**src/logic/perf_pkg.sv**
```systemverilog
`default_nettype none
package perf_pkg;
    localparam int RATIO_W = 8;
    localparam int CLK_PERIOD_NS = 25;
    localparam int STEP_TIME_NS = 1000;
    localparam int STEP_CYCLES = STEP_TIME_NS / CLK_PERIOD_NS;
    localparam int MOD_SLOT_NS = 250;
    localparam int MOD_SLOT_CYCLES = MOD_SLOT_NS / CLK_PERIOD_NS;
    localparam int MOD_SLOTS = 4;
    localparam int MOD_RUN_SLOTS = 1;
    localparam int MOD_HOLD_TICKS = 4;
    localparam int RATIO_STEP_MHZ = 100;
    localparam logic [7:0] ACT_DEFAULT_C = 8'h64;
    localparam logic [7:0] TRIP_C = 8'h7d;
    localparam logic [7:0] MIN_RATIO = 8'h08;
    localparam logic [7:0] BASE_RATIO = 8'h18;
    localparam logic [7:0] GFX_BASE_RATIO = 8'h0c;
    localparam logic [7:0] PERF_HIGHEST = 8'hff;
    localparam logic [7:0] VID_OFFSET = 8'h20;
    localparam logic [7:0] REG_CTRL = 8'h00;
    localparam logic [7:0] REG_HOST = 8'h04;
    localparam logic [7:0] REG_LIMIT = 8'h08;
    localparam logic [7:0] REG_CEIL = 8'h0c;
    localparam logic [7:0] REG_STATUS = 8'h10;
    localparam logic [7:0] REG_IRQ_STAT = 8'h14;
    localparam logic [7:0] REG_IRQ_MASK = 8'h18;
    localparam int CTRL_AUTO_BIT = 0;
    localparam int CTRL_BOOST_BIT = 1;
    localparam int CTRL_OFFS_LSB = 8;
    localparam int OFFS_W = 6;
    localparam int HOST_REQ_LSB = 0;
    localparam int HOST_MIN_LSB = 8;
    localparam int HOST_MAX_LSB = 16;
    localparam int HOST_GFX_LSB = 24;
    localparam int LIM_CUR_LSB = 0;
    localparam int LIM_PWR_LSB = 8;
    localparam int ST_GFX_LSB = 8;
    localparam int ST_STATE_LSB = 16;
    localparam int ST_ENGAGED_BIT = 18;
    localparam int ST_RUN_BIT = 19;
    localparam int ST_TRIP_BIT = 20;
    localparam logic [31:0] CTRL_RST = 32'h0000_0002;
    localparam logic [31:0] HOST_RST = 32'h0c30_0818;
    localparam logic [31:0] LIMIT_RST = 32'h0000_c8c8;
    localparam logic [31:0] CEIL_RST = 32'h1e20_2428;
    localparam int EV_ENGAGE = 0;
    localparam int EV_RELEASE = 1;
    localparam int EV_CLKMOD = 2;
    localparam int EV_TRIP = 3;
    localparam int EV_BOOST = 4;
    localparam int EV_W = 5;
    typedef enum logic [1:0]
    {
        GOV_NORMAL = 2'b00,
        GOV_BOOST = 2'b01,
        GOV_THROTTLE = 2'b10,
        GOV_MODULATE = 2'b11
    } gov_e;
endpackage
`default_nettype wire

```
**src/logic/step_if.sv**
```systemverilog
`timescale 1ns/1ps
`default_nettype none
interface step_if;
    logic tick;
    logic down;
    logic [perf_pkg::RATIO_W-1:0] floor_r;
    logic [perf_pkg::RATIO_W-1:0] ceil_r;
    logic [perf_pkg::RATIO_W-1:0] ratio;
    modport ctrl(output tick, output down, output floor_r, output ceil_r,
        input ratio);
    modport stepper(input tick, input down, input floor_r, input ceil_r,
        output ratio);
endinterface
`default_nettype wire

```
**src/logic/thermal_throttle_perf_control.sv**
```systemverilog
`timescale 1ns/1ps
`default_nettype none
module thermal_throttle_perf_control #(
    parameter int STEP_CYC = perf_pkg::STEP_CYCLES,
    parameter int HOLD_TICKS = perf_pkg::MOD_HOLD_TICKS
)(
    input wire logic clock,
    input wire logic rstn,
    input wire logic [7:0] addr,
    input wire logic [31:0] wdata,
    input wire logic wr,
    input wire logic rd,
    output logic [31:0] rdata,
    input wire logic [7:0] die_temp,
    input wire logic [2:0] active_cpus,
    input wire logic [7:0] est_current,
    input wire logic [7:0] est_power,
    input wire logic [7:0] workload_demand,
    output logic [perf_pkg::RATIO_W-1:0] cpu_ratio,
    output logic [perf_pkg::RATIO_W-1:0] gfx_ratio,
    output logic [7:0] cpu_vid,
    output logic [7:0] gfx_vid,
    output logic clock_run,
    output logic catastrophic_trip_n,
    output logic irq
);
    import perf_pkg::*;

    localparam int TW = $clog2(STEP_CYC + 1);
    localparam int HW = $clog2(HOLD_TICKS + 1);
    localparam logic [TW-1:0] TICK_LAST = TW'(STEP_CYC - 1);
    localparam logic [HW-1:0] HOLD_LAST = HW'(HOLD_TICKS);

    if (STEP_CYC < 1 || HOLD_TICKS < 1)
        $error("thermal_throttle_perf_control: counts must be positive");

    function automatic logic [7:0] clip(input logic [7:0] v,
        input logic [7:0] lo, input logic [7:0] hi);
        logic [7:0] r;
        r = v;
        if (r < lo)
            r = lo;
        if (r > hi)
            r = hi;
        return r;
    endfunction

    function automatic logic [7:0] to_vid(input logic [7:0] ratio);
        return ratio + VID_OFFSET;
    endfunction

    logic [31:0] ctrl_q;
    logic [31:0] host_q;
    logic [31:0] limit_q;
    logic [31:0] ceil_q;
    logic [EV_W-1:0] irq_stat_q;
    logic [EV_W-1:0] irq_stat_d;
    logic [EV_W-1:0] irq_mask_q;
    logic [EV_W-1:0] ev;
    logic [TW-1:0] tick_cnt_q;
    logic tick_q;
    logic [HW-1:0] hold_q;
    logic [9:0] hist_q;
    logic engaged_q;
    gov_e state_q;
    gov_e state_d;
    logic [7:0] threshold;
    logic engage_hot;
    logic trip_hot;
    logic over_limit;
    logic boost_entry;
    logic boost_stay;
    logic [7:0] host_min;
    logic [7:0] host_max;
    logic [7:0] host_req;
    logic [7:0] norm_max;
    logic [7:0] normal_target;
    logic [7:0] cpu_ceiling;
    logic [7:0] cpu_ceil;
    logic throttling;
    logic mod_run;
    logic [31:0] status;

    step_if cpu_s();
    step_if gfx_s();

    ratio_stepper #(
        .RESET_RATIO(BASE_RATIO)
    ) u_cpu_step (
        .clock(clock),
        .rstn(rstn),
        .s(cpu_s)
    );

    ratio_stepper #(
        .RESET_RATIO(GFX_BASE_RATIO)
    ) u_gfx_step (
        .clock(clock),
        .rstn(rstn),
        .s(gfx_s)
    );

    clock_modulator #(
        .SLOT_CYCLES(MOD_SLOT_CYCLES),
        .SLOTS(MOD_SLOTS),
        .RUN_SLOTS(MOD_RUN_SLOTS)
    ) u_mod (
        .clock(clock),
        .rstn(rstn),
        .enable(state_q == GOV_MODULATE),
        .run(mod_run)
    );

    assign host_req = host_q[HOST_REQ_LSB +: 8];
    assign host_min = host_q[HOST_MIN_LSB +: 8];
    assign host_max = host_q[HOST_MAX_LSB +: 8];
    // Offset is only subtracted, so the threshold never rises above default
    assign threshold = ACT_DEFAULT_C
        - {2'b00, ctrl_q[CTRL_OFFS_LSB +: OFFS_W]};
    assign engage_hot = die_temp >= threshold;
    assign trip_hot = die_temp >= TRIP_C;
    assign over_limit = est_current >= limit_q[LIM_CUR_LSB +: 8]
        || est_power >= limit_q[LIM_PWR_LSB +: 8];
    assign boost_stay = ctrl_q[CTRL_BOOST_BIT] && host_req == PERF_HIGHEST;
    assign boost_entry = boost_stay && !over_limit && !engage_hot;
    assign throttling = state_q == GOV_THROTTLE || state_q == GOV_MODULATE;
    assign cpu_ceiling = (active_cpus <= 3'd1) ? ceil_q[7:0]
        : (active_cpus == 3'd2) ? ceil_q[15:8]
        : (active_cpus == 3'd3) ? ceil_q[23:16] : ceil_q[31:24];

    // Host limits bound the pick; only boost may run above base
    assign norm_max = (host_max > BASE_RATIO) ? BASE_RATIO : host_max;
    assign normal_target = ctrl_q[CTRL_AUTO_BIT]
        ? clip(hist_q[9:2], host_min, norm_max)
        : clip(host_req, host_min, norm_max);

    always_comb
    begin
        if (state_q == GOV_BOOST)
            cpu_ceil = over_limit ? cpu_s.ratio : cpu_ceiling;
        else
            cpu_ceil = normal_target;
    end

    assign cpu_s.tick = tick_q;
    assign cpu_s.down = throttling;
    assign cpu_s.floor_r = MIN_RATIO;
    assign cpu_s.ceil_r = cpu_ceil;
    assign gfx_s.tick = tick_q;
    assign gfx_s.down = throttling;
    assign gfx_s.floor_r = MIN_RATIO;
    assign gfx_s.ceil_r = host_q[HOST_GFX_LSB +: 8];

    always_ff @(posedge clock)
    begin
        if (!rstn)
        begin
            tick_cnt_q <= '0;
            tick_q <= 1'b0;
        end
        else
        begin
            tick_q <= tick_cnt_q == TICK_LAST;
            tick_cnt_q <= (tick_cnt_q == TICK_LAST) ? '0 : tick_cnt_q + 1'b1;
        end
    end

    // Demand history: weighted three quarters old, one quarter new
    always_ff @(posedge clock)
    begin
        if (!rstn)
            hist_q <= {BASE_RATIO, 2'b00};
        else if (tick_q)
            hist_q <= 10'(({2'b00, hist_q} * 12'd3
                + {2'b00, workload_demand, 2'b00}) >> 2);
    end

    always_comb
    begin
        state_d = state_q;
        unique case (state_q)
            GOV_NORMAL:
                if (engage_hot)
                    state_d = GOV_THROTTLE;
                else if (boost_entry)
                    state_d = GOV_BOOST;
            GOV_BOOST:
                if (engage_hot)
                    state_d = GOV_THROTTLE;
                else if (!boost_stay)
                    state_d = GOV_NORMAL;
            GOV_THROTTLE:
                if (!engage_hot)
                    state_d = GOV_NORMAL;
                else if (hold_q == HOLD_LAST)
                    state_d = GOV_MODULATE;
            GOV_MODULATE:
                if (!engage_hot)
                    state_d = GOV_NORMAL;
        endcase
    end

    always_ff @(posedge clock)
    begin
        if (!rstn)
            state_q <= GOV_NORMAL;
        else
            state_q <= state_d;
    end

    // Modulation waits until stepping alone has run out of room
    always_ff @(posedge clock)
    begin
        if (!rstn || state_q != GOV_THROTTLE || cpu_s.ratio > MIN_RATIO)
            hold_q <= '0;
        else if (tick_q && hold_q != HOLD_LAST)
            hold_q <= hold_q + 1'b1;
    end

    // Latched: a hot die must not be allowed to restart by cooling briefly
    always_ff @(posedge clock)
    begin
        if (!rstn)
            catastrophic_trip_n <= 1'b1;
        else if (trip_hot)
            catastrophic_trip_n <= 1'b0;
    end

    always_ff @(posedge clock)
    begin
        if (!rstn)
        begin
            cpu_ratio <= BASE_RATIO;
            gfx_ratio <= GFX_BASE_RATIO;
            cpu_vid <= to_vid(BASE_RATIO);
            gfx_vid <= to_vid(GFX_BASE_RATIO);
            clock_run <= 1'b1;
        end
        else
        begin
            cpu_ratio <= cpu_s.ratio;
            gfx_ratio <= gfx_s.ratio;
            cpu_vid <= to_vid(cpu_s.ratio);
            gfx_vid <= to_vid(gfx_s.ratio);
            clock_run <= mod_run;
        end
    end

    always_ff @(posedge clock)
    begin
        if (!rstn)
        begin
            ctrl_q <= CTRL_RST;
            host_q <= HOST_RST;
            limit_q <= LIMIT_RST;
            ceil_q <= CEIL_RST;
            irq_mask_q <= '0;
        end
        else if (wr)
        begin
            if (addr == REG_CTRL)
                ctrl_q <= wdata;
            if (addr == REG_HOST)
                host_q <= wdata;
            if (addr == REG_LIMIT)
                limit_q <= wdata;
            if (addr == REG_CEIL)
                ceil_q <= wdata;
            if (addr == REG_IRQ_MASK)
                irq_mask_q <= wdata[EV_W-1:0];
        end
    end

    always_ff @(posedge clock)
    begin
        if (!rstn)
            engaged_q <= 1'b0;
        else
            engaged_q <= engage_hot;
    end

    always_comb
    begin
        ev = '0;
        ev[EV_ENGAGE] = engage_hot && !engaged_q;
        ev[EV_RELEASE] = !engage_hot && engaged_q;
        ev[EV_CLKMOD] = state_d == GOV_MODULATE && state_q != GOV_MODULATE;
        ev[EV_TRIP] = trip_hot && catastrophic_trip_n;
        ev[EV_BOOST] = state_d == GOV_BOOST && state_q != GOV_BOOST;
        irq_stat_d = irq_stat_q;
        if (wr && addr == REG_IRQ_STAT)
            irq_stat_d = irq_stat_d & ~wdata[EV_W-1:0];
        // A new event beats a clear in the same cycle
        irq_stat_d = irq_stat_d | ev;
    end

    always_ff @(posedge clock)
    begin
        if (!rstn)
        begin
            irq_stat_q <= '0;
            irq <= 1'b0;
        end
        else
        begin
            irq_stat_q <= irq_stat_d;
            irq <= |(irq_stat_d & irq_mask_q);
        end
    end

    always_comb
    begin
        status = '0;
        status[7:0] = cpu_s.ratio;
        status[ST_GFX_LSB +: 8] = gfx_s.ratio;
        status[ST_STATE_LSB +: 2] = state_q;
        status[ST_ENGAGED_BIT] = engaged_q;
        status[ST_RUN_BIT] = clock_run;
        status[ST_TRIP_BIT] = !catastrophic_trip_n;
    end

    always_ff @(posedge clock)
    begin
        if (!rstn)
            rdata <= '0;
        else if (rd)
        begin
            unique case (addr)
                REG_CTRL: rdata <= ctrl_q;
                REG_HOST: rdata <= host_q;
                REG_LIMIT: rdata <= limit_q;
                REG_CEIL: rdata <= ceil_q;
                REG_STATUS: rdata <= status;
                REG_IRQ_STAT: rdata <= {{(32-EV_W){1'b0}}, irq_stat_q};
                REG_IRQ_MASK: rdata <= {{(32-EV_W){1'b0}}, irq_mask_q};
                default: rdata <= '0;
            endcase
        end
        else
            rdata <= '0;
    end
endmodule
`default_nettype wire

```
**src/logic/ratio_stepper.sv**
```systemverilog
`timescale 1ns/1ps
`default_nettype none
module ratio_stepper #(
    parameter logic [perf_pkg::RATIO_W-1:0] RESET_RATIO = perf_pkg::BASE_RATIO
)(
    input wire logic clock,
    input wire logic rstn,
    step_if.stepper s
);
    import perf_pkg::*;

    logic [RATIO_W-1:0] ratio_q;

    // One ratio unit per tick in either direction, never a jump
    always_ff @(posedge clock)
    begin
        if (!rstn)
            ratio_q <= RESET_RATIO;
        else if (s.tick)
        begin
            if (s.down && ratio_q > s.floor_r)
                ratio_q <= ratio_q - 8'h01;
            else if (!s.down && ratio_q < s.ceil_r)
                ratio_q <= ratio_q + 8'h01;
            else if (ratio_q > s.ceil_r)
                ratio_q <= ratio_q - 8'h01;
        end
    end

    assign s.ratio = ratio_q;
endmodule
`default_nettype wire

```
**src/logic/clock_modulator.sv**
```systemverilog
`timescale 1ns/1ps
`default_nettype none
module clock_modulator #(
    parameter int SLOT_CYCLES = perf_pkg::MOD_SLOT_CYCLES,
    parameter int SLOTS = perf_pkg::MOD_SLOTS,
    parameter int RUN_SLOTS = perf_pkg::MOD_RUN_SLOTS
)(
    input wire logic clock,
    input wire logic rstn,
    input wire logic enable,
    output logic run
);
    import perf_pkg::*;

    localparam int CW = $clog2(SLOT_CYCLES + 1);
    localparam int SW = $clog2(SLOTS + 1);
    localparam logic [CW-1:0] CYC_LAST = CW'(SLOT_CYCLES - 1);
    localparam logic [SW-1:0] SLOT_LAST = SW'(SLOTS - 1);
    localparam logic [SW-1:0] RUN_LIM = SW'(RUN_SLOTS);

    logic [CW-1:0] cyc_q;
    logic [SW-1:0] slot_q;

    if (SLOT_CYCLES < 1 || RUN_SLOTS < 1 || RUN_SLOTS >= SLOTS)
        $error("clock_modulator: bad duty parameters");

    always_ff @(posedge clock)
    begin
        if (!rstn || !enable)
        begin
            cyc_q <= '0;
            slot_q <= '0;
        end
        else if (cyc_q == CYC_LAST)
        begin
            cyc_q <= '0;
            slot_q <= (slot_q == SLOT_LAST) ? '0 : slot_q + 1'b1;
        end
        else
            cyc_q <= cyc_q + 1'b1;
    end

    // Run one slot in four, stop three; free running when not enabled
    always_ff @(posedge clock)
    begin
        if (!rstn)
            run <= 1'b1;
        else
            run <= !enable || (slot_q < RUN_LIM);
    end
endmodule
`default_nettype wire

```
**config.mk**
```make
export PLATFORM = sky130hd
export DESIGN_NAME = thermal_throttle_perf_control
export DESIGN_NICKNAME = d
export VERILOG_FILES = /design/src/logic/perf_pkg.sv /design/src/logic/step_if.sv /design/src/logic/thermal_throttle_perf_control.sv /design/src/logic/ratio_stepper.sv /design/src/logic/clock_modulator.sv
export SDC_FILE = /design/constraint.sdc
export NUM_CORES = 1
export LEC_CHECK = 0
export ABC_CLOCK_PERIOD_IN_PS = 6800
export BUFFER_PORTS_ARGS = -buffer_cell sky130_fd_sc_hd__buf_2
export CAP_MARGIN = 20
export CORE_MARGIN = 5
export CORE_UTILIZATION = 60
export CTS_BUF_LIST = sky130_fd_sc_hd__clkbuf_4
export CTS_CLUSTER_DIAMETER = 50
export DETAILED_ROUTE_END_ITERATION = 10
export MAX_ROUTING_LAYER = met4
export PLACE_DENSITY_LB_ADDON = 0.25
export SKIP_LAST_GASP = 1
export SYNTH_ARGS = -nofsm -noshare
export SYNTH_HDL_FRONTEND = slang
export SYNTH_HIERARCHICAL = 1
export SYNTH_SLANG_ARGS = --single-unit
```
**constraint.sdc**
```tcl
create_clock -name clock -period 6.8 [get_ports clock]
set_input_delay 1.36 -clock clock [delete_from_list [all_inputs] [get_ports clock]]
set_output_delay 1.36 -clock clock [all_outputs]
set_load 0.03 [all_outputs]
```
[After elaboration in Yosys (flattened, before gate mapping)]
Cells that the tools add are included.
Cells by class
  multipliers: 1
  equal/unequal tests: 22
  reductions and logical operators: 42
  $add $sub $neg: 12
  multiplexer cells: 28
  magnitude comparators: 17
  bitwise operators: 5
Operators by type and width (number)
  32-bit case mux with 7 select lines: 1
  8-bit 2-to-1 mux: 17
  8-bit greater-than comparator: 4
  8-bit < comparator: 4
  8-bit by 5-bit equality test with 1-bit output, second input constant: 3
  8-bit >= comparator: 3
  8-bit by 1-bit adder with 8-bit output, second input constant: 2
  8-bit by 6-bit adder with 8-bit output, second input constant: 2
  8-bit by 4-bit equality test with 1-bit output, second input constant: 2
  8-bit by 4-bit greater-than comparator with 1-bit output, second input constant: 2
  2-bit AND reduction: 8
  8-bit by 1-bit subtractor with 8-bit output, second input constant: 2
  1-bit logical AND: 14
  2-bit 2-to-1 mux: 7
  12-bit by 10-bit adder with 12-bit output: 1
  10-bit by 2-bit multiplier with 12-bit output, second input constant: 1
  5-bit AND: 2
  3-bit by 2-bit equality test with 1-bit output, second input constant: 3
  8-bit by 3-bit equality test with 1-bit output, second input constant: 1
  8-bit equality test, second input constant: 1
  8-bit by 7-bit >= comparator with 1-bit output, second input constant: 1
  8-bit by 5-bit greater-than comparator with 1-bit output, second input constant: 1
  8-bit logical NOT: 1
  2-bit case mux with 4 select lines: 1
  other kinds (25): 43
Storage, ports and cells
  register bits: 252
  word-level logic and storage cells: 152

[Logic depth before layout (Yosys ltp)]
  depth in word-level cells: 13
  gate-level depth with buffers: 24
  depth with buffers taken out: 24

[Cells and area by module]
The synthesis kept the hierarchy.
Modules (own cells, without submodules)
  thermal_throttle_perf_control: area an instance 11014.3 µm², cells an instance 1364, instances 1
  ratio_stepper at u_cpu_step: area an instance 1066.0 µm², cells an instance 134, instances 1
  ratio_stepper at u_gfx_step: area an instance 954.7 µm², cells an instance 127, instances 1
  clock_modulator: area an instance 320.3 µm², cells an instance 33, instances 1

[Worst setup path before layout]
OpenSTA, ideal clock, no wires.
  kind: flip-flop to flip-flop
  start point: reg host_q[10]
  end point: reg u_cpu_step.ratio_q[3], in the netlist u_cpu_step/s.ratio[3]
  setup time: 0.123 ns
  clock period less this slack: 4.948 ns
  stages on the path, launching flop included: 25
  required time: 6.677 ns
  setup slack: 1.852 ns
  arrival: 4.824 ns
  cells stage by stage: dfxtp_1 -> inv_1 -> ha_1 -> nand2_1 -> o21ai_0 -> a211oi_1 -> o21bai_1 -> nand2_1 -> o21ai_0 -> ha_1 -> a21o_1 -> a22oi_1 -> a31oi_1 -> o21ai_0 -> nor2b_1 -> a22o_1 -> o22a_1 -> inv_1 -> ha_1 -> nor2b_4 -> o211ai_2 -> a21oi_4 -> a2111o_1 -> a31oi_1 -> mux2_1
Between the ends
  cells in the longest elaborated chain, start to end: 10
  elaborated cells between the ends (all ways): 17
Ends and longest elaborated chain
  from (decl): RTL line thermal_throttle_perf_control.sv:53  | logic [31:0] host_q;
  from (signal assigned): RTL line thermal_throttle_perf_control.sv:264  | host_q <= wdata;
  8-bit < comparator: RTL line thermal_throttle_perf_control.sv:41  | if (r < lo)
  8-bit 2-to-1 mux: RTL line thermal_throttle_perf_control.sv:41
  8-bit greater-than comparator: RTL line thermal_throttle_perf_control.sv:43  | if (r > hi)
  8-bit 2-to-1 mux: RTL line thermal_throttle_perf_control.sv:43
  8-bit 2-to-1 mux (*): RTL line thermal_throttle_perf_control.sv:134  | ? clip(hist_q[9:2], host_min, norm_max)
  8-bit 2-to-1 mux (*): RTL line thermal_throttle_perf_control.sv:139  | if (state_q == GOV_BOOST)
  via cpu_ceil[1]: RTL line thermal_throttle_perf_control.sv:79  | logic [7:0] cpu_ceil;
  8-bit < comparator: RTL line ratio_stepper.sv:23  | else if (!s.down && ratio_q < s.ceil_r)
  1-bit logical AND: RTL line ratio_stepper.sv:23
  3-bit nonzero test (no line) / 8-bit 2-to-1 mux (equally long branches)
  2-bit AND reduction (no line) / 8-bit 2-to-1 mux (equally long branches)
  to (signal assigned): RTL line ratio_stepper.sv:22  | ratio_q <= ratio_q - 8'h01;
  to (signal assigned): RTL line ratio_stepper.sv:24  | ratio_q <= ratio_q + 8'h01;
  to (signal assigned): RTL line ratio_stepper.sv:26  | ratio_q <= ratio_q - 8'h01;
  to (decl): RTL line ratio_stepper.sv:12  | logic [RATIO_W-1:0] ratio_q;
The timed path passes the listed nets; every way through them passes the cells marked *.
A chain may end at the register's enable or synchronous reset.

[Worst setup path after layout]
Ends and elaborated chain as after synthesis.

==> metrics.cfg <==
[status]
run_status=completed

[logic_synthesis]
post_synth.cell_area_avg_um2=8.06
synth-warning-count=6
ys_async_sr_fraction_pct=0
synthDominantAreaCellType=sky130_fd_sc_hd__dfxtp_1
yosysMostFrequentCell=sky130_fd_sc_hd__nand2_1
post_synth_instance_area_um2=13400
netlist_instances=1658
top_cells_by_area_in_the_synthesized_netlist=sky130_fd_sc_hd__dfxtp_1 36%, sky130_fd_sc_hd__ha_1 10%, sky130_fd_sc_hd__nand2_1 9.6%
synth_cell_types=83
synth_edf_count=0
synth_seq_area_share_pct=36.3
synth_ff_type=sky130_fd_sc_hd__dfxtp_1
synth_largest_type_area_fraction_pct=36.3
netlist_top_cells_count=341 x sky130_fd_sc_hd__nand2_1, 242 x sky130_fd_sc_hd__dfxtp_1, 190 x sky130_fd_sc_hd__a21oi_1, 107 x sky130_fd_sc_hd__ha_1, 106 x sky130_fd_sc_hd__nor2_1
yosys_register_bits=242

[min_path]
hold_path_class=register to register

[global_routing]
met3_usage_pct=6.50
grt_max_degree=89
grt_antenna_before_repair=4
first_global_vias=12110
total_routing_usage_reported_by_global_routing_pct=31.7
globalRouteOverflowTotal=0
grtUsageMet1_pct=39.7
grt_first_pass_wirelength_um=64400
gr-usage-met2_pct=49.2
gr-max-usage-layer=met2

[drt]
routed_via_density=6.00
routed_wl_um=40600
drt_drc_violations_left=0
drt_iter0_drc=1325
ant_nets=0
drt_pre_antenna_iters=6
num_vias=12848
average_detailed_routed_wire_length_per_instance_um=18.9

[setup_path]
crit_end=u_cpu_step/s.ratio[3]
critical_path_class=register to register
cp-startpoint=host_q[10]
timing.critical_path.arrival_ps=6570
reg2reg_from=host_q[10]
worstPathMaxFanout=9
setup.reg_to_reg.worst_slack_ps=780
timing.critical_path.to_type=register
worst_setup_path_start_kind=register
required_time_of_the_worst_setup_path_ps=7350
worst_r2r_path_depth=24
capture_instance_of_the_worst_register_to_register_path=u_cpu_step/s.ratio[3]

[final_layout]
filler_cell_count=1876
syn2layout_area_growth_pct=12.9
finish.net_count=2011
final_layout_size_suffix_gt1_share_pct=16.0

[cts]
ctsLongestPathBuffers=3
clock_sink_count=242
post_cts_resize_count=0
cts-hold-fix-buffers=0
worst_skew_pair_later_pin_latency_ps=690
postCtsSetupBuffers=0
tritoncts_clock_tree=yes
cts_inserted_buffers=66
clkTransAtPathRegs_ps=70
clock_tree.htree_level_count=3
cts-root-buf=sky130_fd_sc_hd__clkbuf_4

[power]
irDropWorstVdd_uv=203
p_per_area_nw_per_um2=203
cellLeakagePower_nw=6.27

[die]
die_area_um2=25300
io_pins=146
fp.dieH_um=159
die_x_um=159
number_of_placement_rows=54
initial_core_util_pct=61.0
placeableCoreArea_um2=21900

[sta]
max_clock_freq_mhz=166
worst_slew_pin_slew_ps=1010
final_slew_viol_count=0
unrepaired_setup_endpoints_after_global_routing=no
fraction_of_the_cycle_the_final_worst_path_needs_pct=88.5
finalHoldViolations=0
setup_viol=0
setup_total_negative_slack_ps=0
final_hold_slack_ps=420
timing.max_slew.rel_slack_pct=32.3
finalWorstPathRequiredPeriod_ps=6020
finClkSkew_ps=30.6

[place]
buffer_ports.inserted=145
dp_hpwl_um=29200
finalWeightedCongestion=0.988

[run]
cap_violations=0

==> routing by layer <==
layer  up-vias  part of all wire, %
met1      5944                   39
met2       671                   46
met4         0                  4.9
met5         -                    0
met3       123                  9.5
li1       6110                    -
==> layout by cell type, fill, tap and decap left out, types with 16 or more instances in the layout <==
cell / Yosys / final
sky130_fd_sc_hd__nand2_1: 341 / 341
sky130_fd_sc_hd__dfxtp_1: 242 / 242
sky130_fd_sc_hd__a21oi_1: 190 / 190
sky130_fd_sc_hd__buf_2: 12 / 145
sky130_fd_sc_hd__ha_1: 107 / 107
sky130_fd_sc_hd__nor2_1: 106 / 106
sky130_fd_sc_hd__clkbuf_4: 0 / 95
sky130_fd_sc_hd__inv_1: 84 / 83
sky130_fd_sc_hd__mux2i_1: 56 / 56
sky130_fd_sc_hd__o21ai_0: 45 / 45
sky130_fd_sc_hd__nand3_1: 43 / 43
sky130_fd_sc_hd__a22oi_1: 27 / 27
sky130_fd_sc_hd__nor3_1: 24 / 23
sky130_fd_sc_hd__conb_1: 2 / 22
sky130_fd_sc_hd__and2_1: 20 / 21
sky130_fd_sc_hd__nand2b_1: 21 / 21
sky130_fd_sc_hd__a221oi_1: 19 / 19
sky130_fd_sc_hd__nand4_1: 18 / 18
sky130_fd_sc_hd__buf_4: 12 / 17
sky130_fd_sc_hd__nor2b_1: 16 / 16
==> area by class of cell <==
class / count / area (um^2) / share of cell area (%)
flip-flops and latches: 242 / 4840 / 32.1
multi-input cells: 1259 / 7870 / 52.2
diodes: 5 / 12.5 / 0.0830
inverters: 84 / 318 / 2.11
repair buffers: 163 / 881 / 5.84
clock inverters: 15 / 88.8 / 0.589
clock buffers: 95 / 713 / 4.73
well taps: 280 / 350 / 2.32
==> report_power, final <==
part           internal, mW  switching [mW]  total, mW  leakage (nW)
logic                 0.117           0.197      0.314          3.84
clock network         0.677           0.614       1.29         0.484
registers              1.43          0.0276       1.46          1.95
total                  2.22           0.839       3.06          6.27
==> kinds of logic (layout without fill, tap and decap cells) <==
group                      after synthesis  after routing  share of synthesized area (%)
muxes                                   72             72                           5.55
xor gates and xnor gates                16             16                           1.05
other                                    2             27                         0.0562
buffers and inverters                  177            357                           5.48
adders and majority gates              116            116                           11.4
and+or+nand+nor                        642            642                           21.8
AOI/OAI and AO/OA                      391            391                           18.4
DFF                                    242            242                           36.3
==> worst max-delay path, cell delays in order, from the launching register on <==
cell	delay, ps
sky130_fd_sc_hd__dfxtp_1	440
sky130_fd_sc_hd__inv_1	110
sky130_fd_sc_hd__ha_1	310
sky130_fd_sc_hd__nand2_1	50
sky130_fd_sc_hd__o21ai_0	230
sky130_fd_sc_hd__a211oi_1	120
sky130_fd_sc_hd__o21bai_1	510
sky130_fd_sc_hd__nand2_1	110
sky130_fd_sc_hd__o21ai_0	210
sky130_fd_sc_hd__ha_1	350
sky130_fd_sc_hd__a21o_1	170
sky130_fd_sc_hd__a22oi_1	170
sky130_fd_sc_hd__a31oi_1	100
sky130_fd_sc_hd__o21ai_0	520
sky130_fd_sc_hd__nor2b_1	390
sky130_fd_sc_hd__a22o_1	180
sky130_fd_sc_hd__o22a_1	130
sky130_fd_sc_hd__inv_1	40
sky130_fd_sc_hd__ha_1	300
sky130_fd_sc_hd__nor2b_4	130
sky130_fd_sc_hd__o211ai_2	210
sky130_fd_sc_hd__a21oi_4	130
sky130_fd_sc_hd__a2111o_1	430
sky130_fd_sc_hd__a31oi_1	200
sky130_fd_sc_hd__mux2_1	340
==> through the flow <==
stage / util [%] / total power, mW / setup slack [ps] / instances / instance area [um^2]
after floorplan: - / 1.69 / 1850 / 1678 / 13400
after global placement: 65.0 / 1.79 / 1140 / 2027 / 14200
after detailed placement: 65.0 / 1.79 / 955 / 2027 / 14200
after CTS: 68.7 / 3.08 / 910 / 2137 / 15000
after global routing: 68.8 / 3.20 / 295 / 2142 / 15100
final: 68.9 / 3.06 / 785 / 2143 / 15100
==> flip-flops by register name, summed over array words and instances (netlist names), 6 cells and up <==
name and flops:
host_q 32, hist_q 10, u_gfx_step/s.ratio 8, cpu_ratio 8, limit_q 32, ceil_q 32
gfx_ratio 8, ctrl_q 32, u_cpu_step/s.ratio 8, rdata 32, tick_cnt_q 6
==> worst min path at each step <==
stage,start,end,slack [ps],cells after the start
floorplan,u_mod/run,clock_run,390,1
global placement,u_mod/run,clock_run,390,1
detailed placement,u_mod/run,clock_run,410,1
CTS,u_mod/run,clock_run,420,1
global route,u_mod/run,clock_run,440,1
finish,u_mod/run,clock_run,420,1
(Power assumes the default switching activity.)
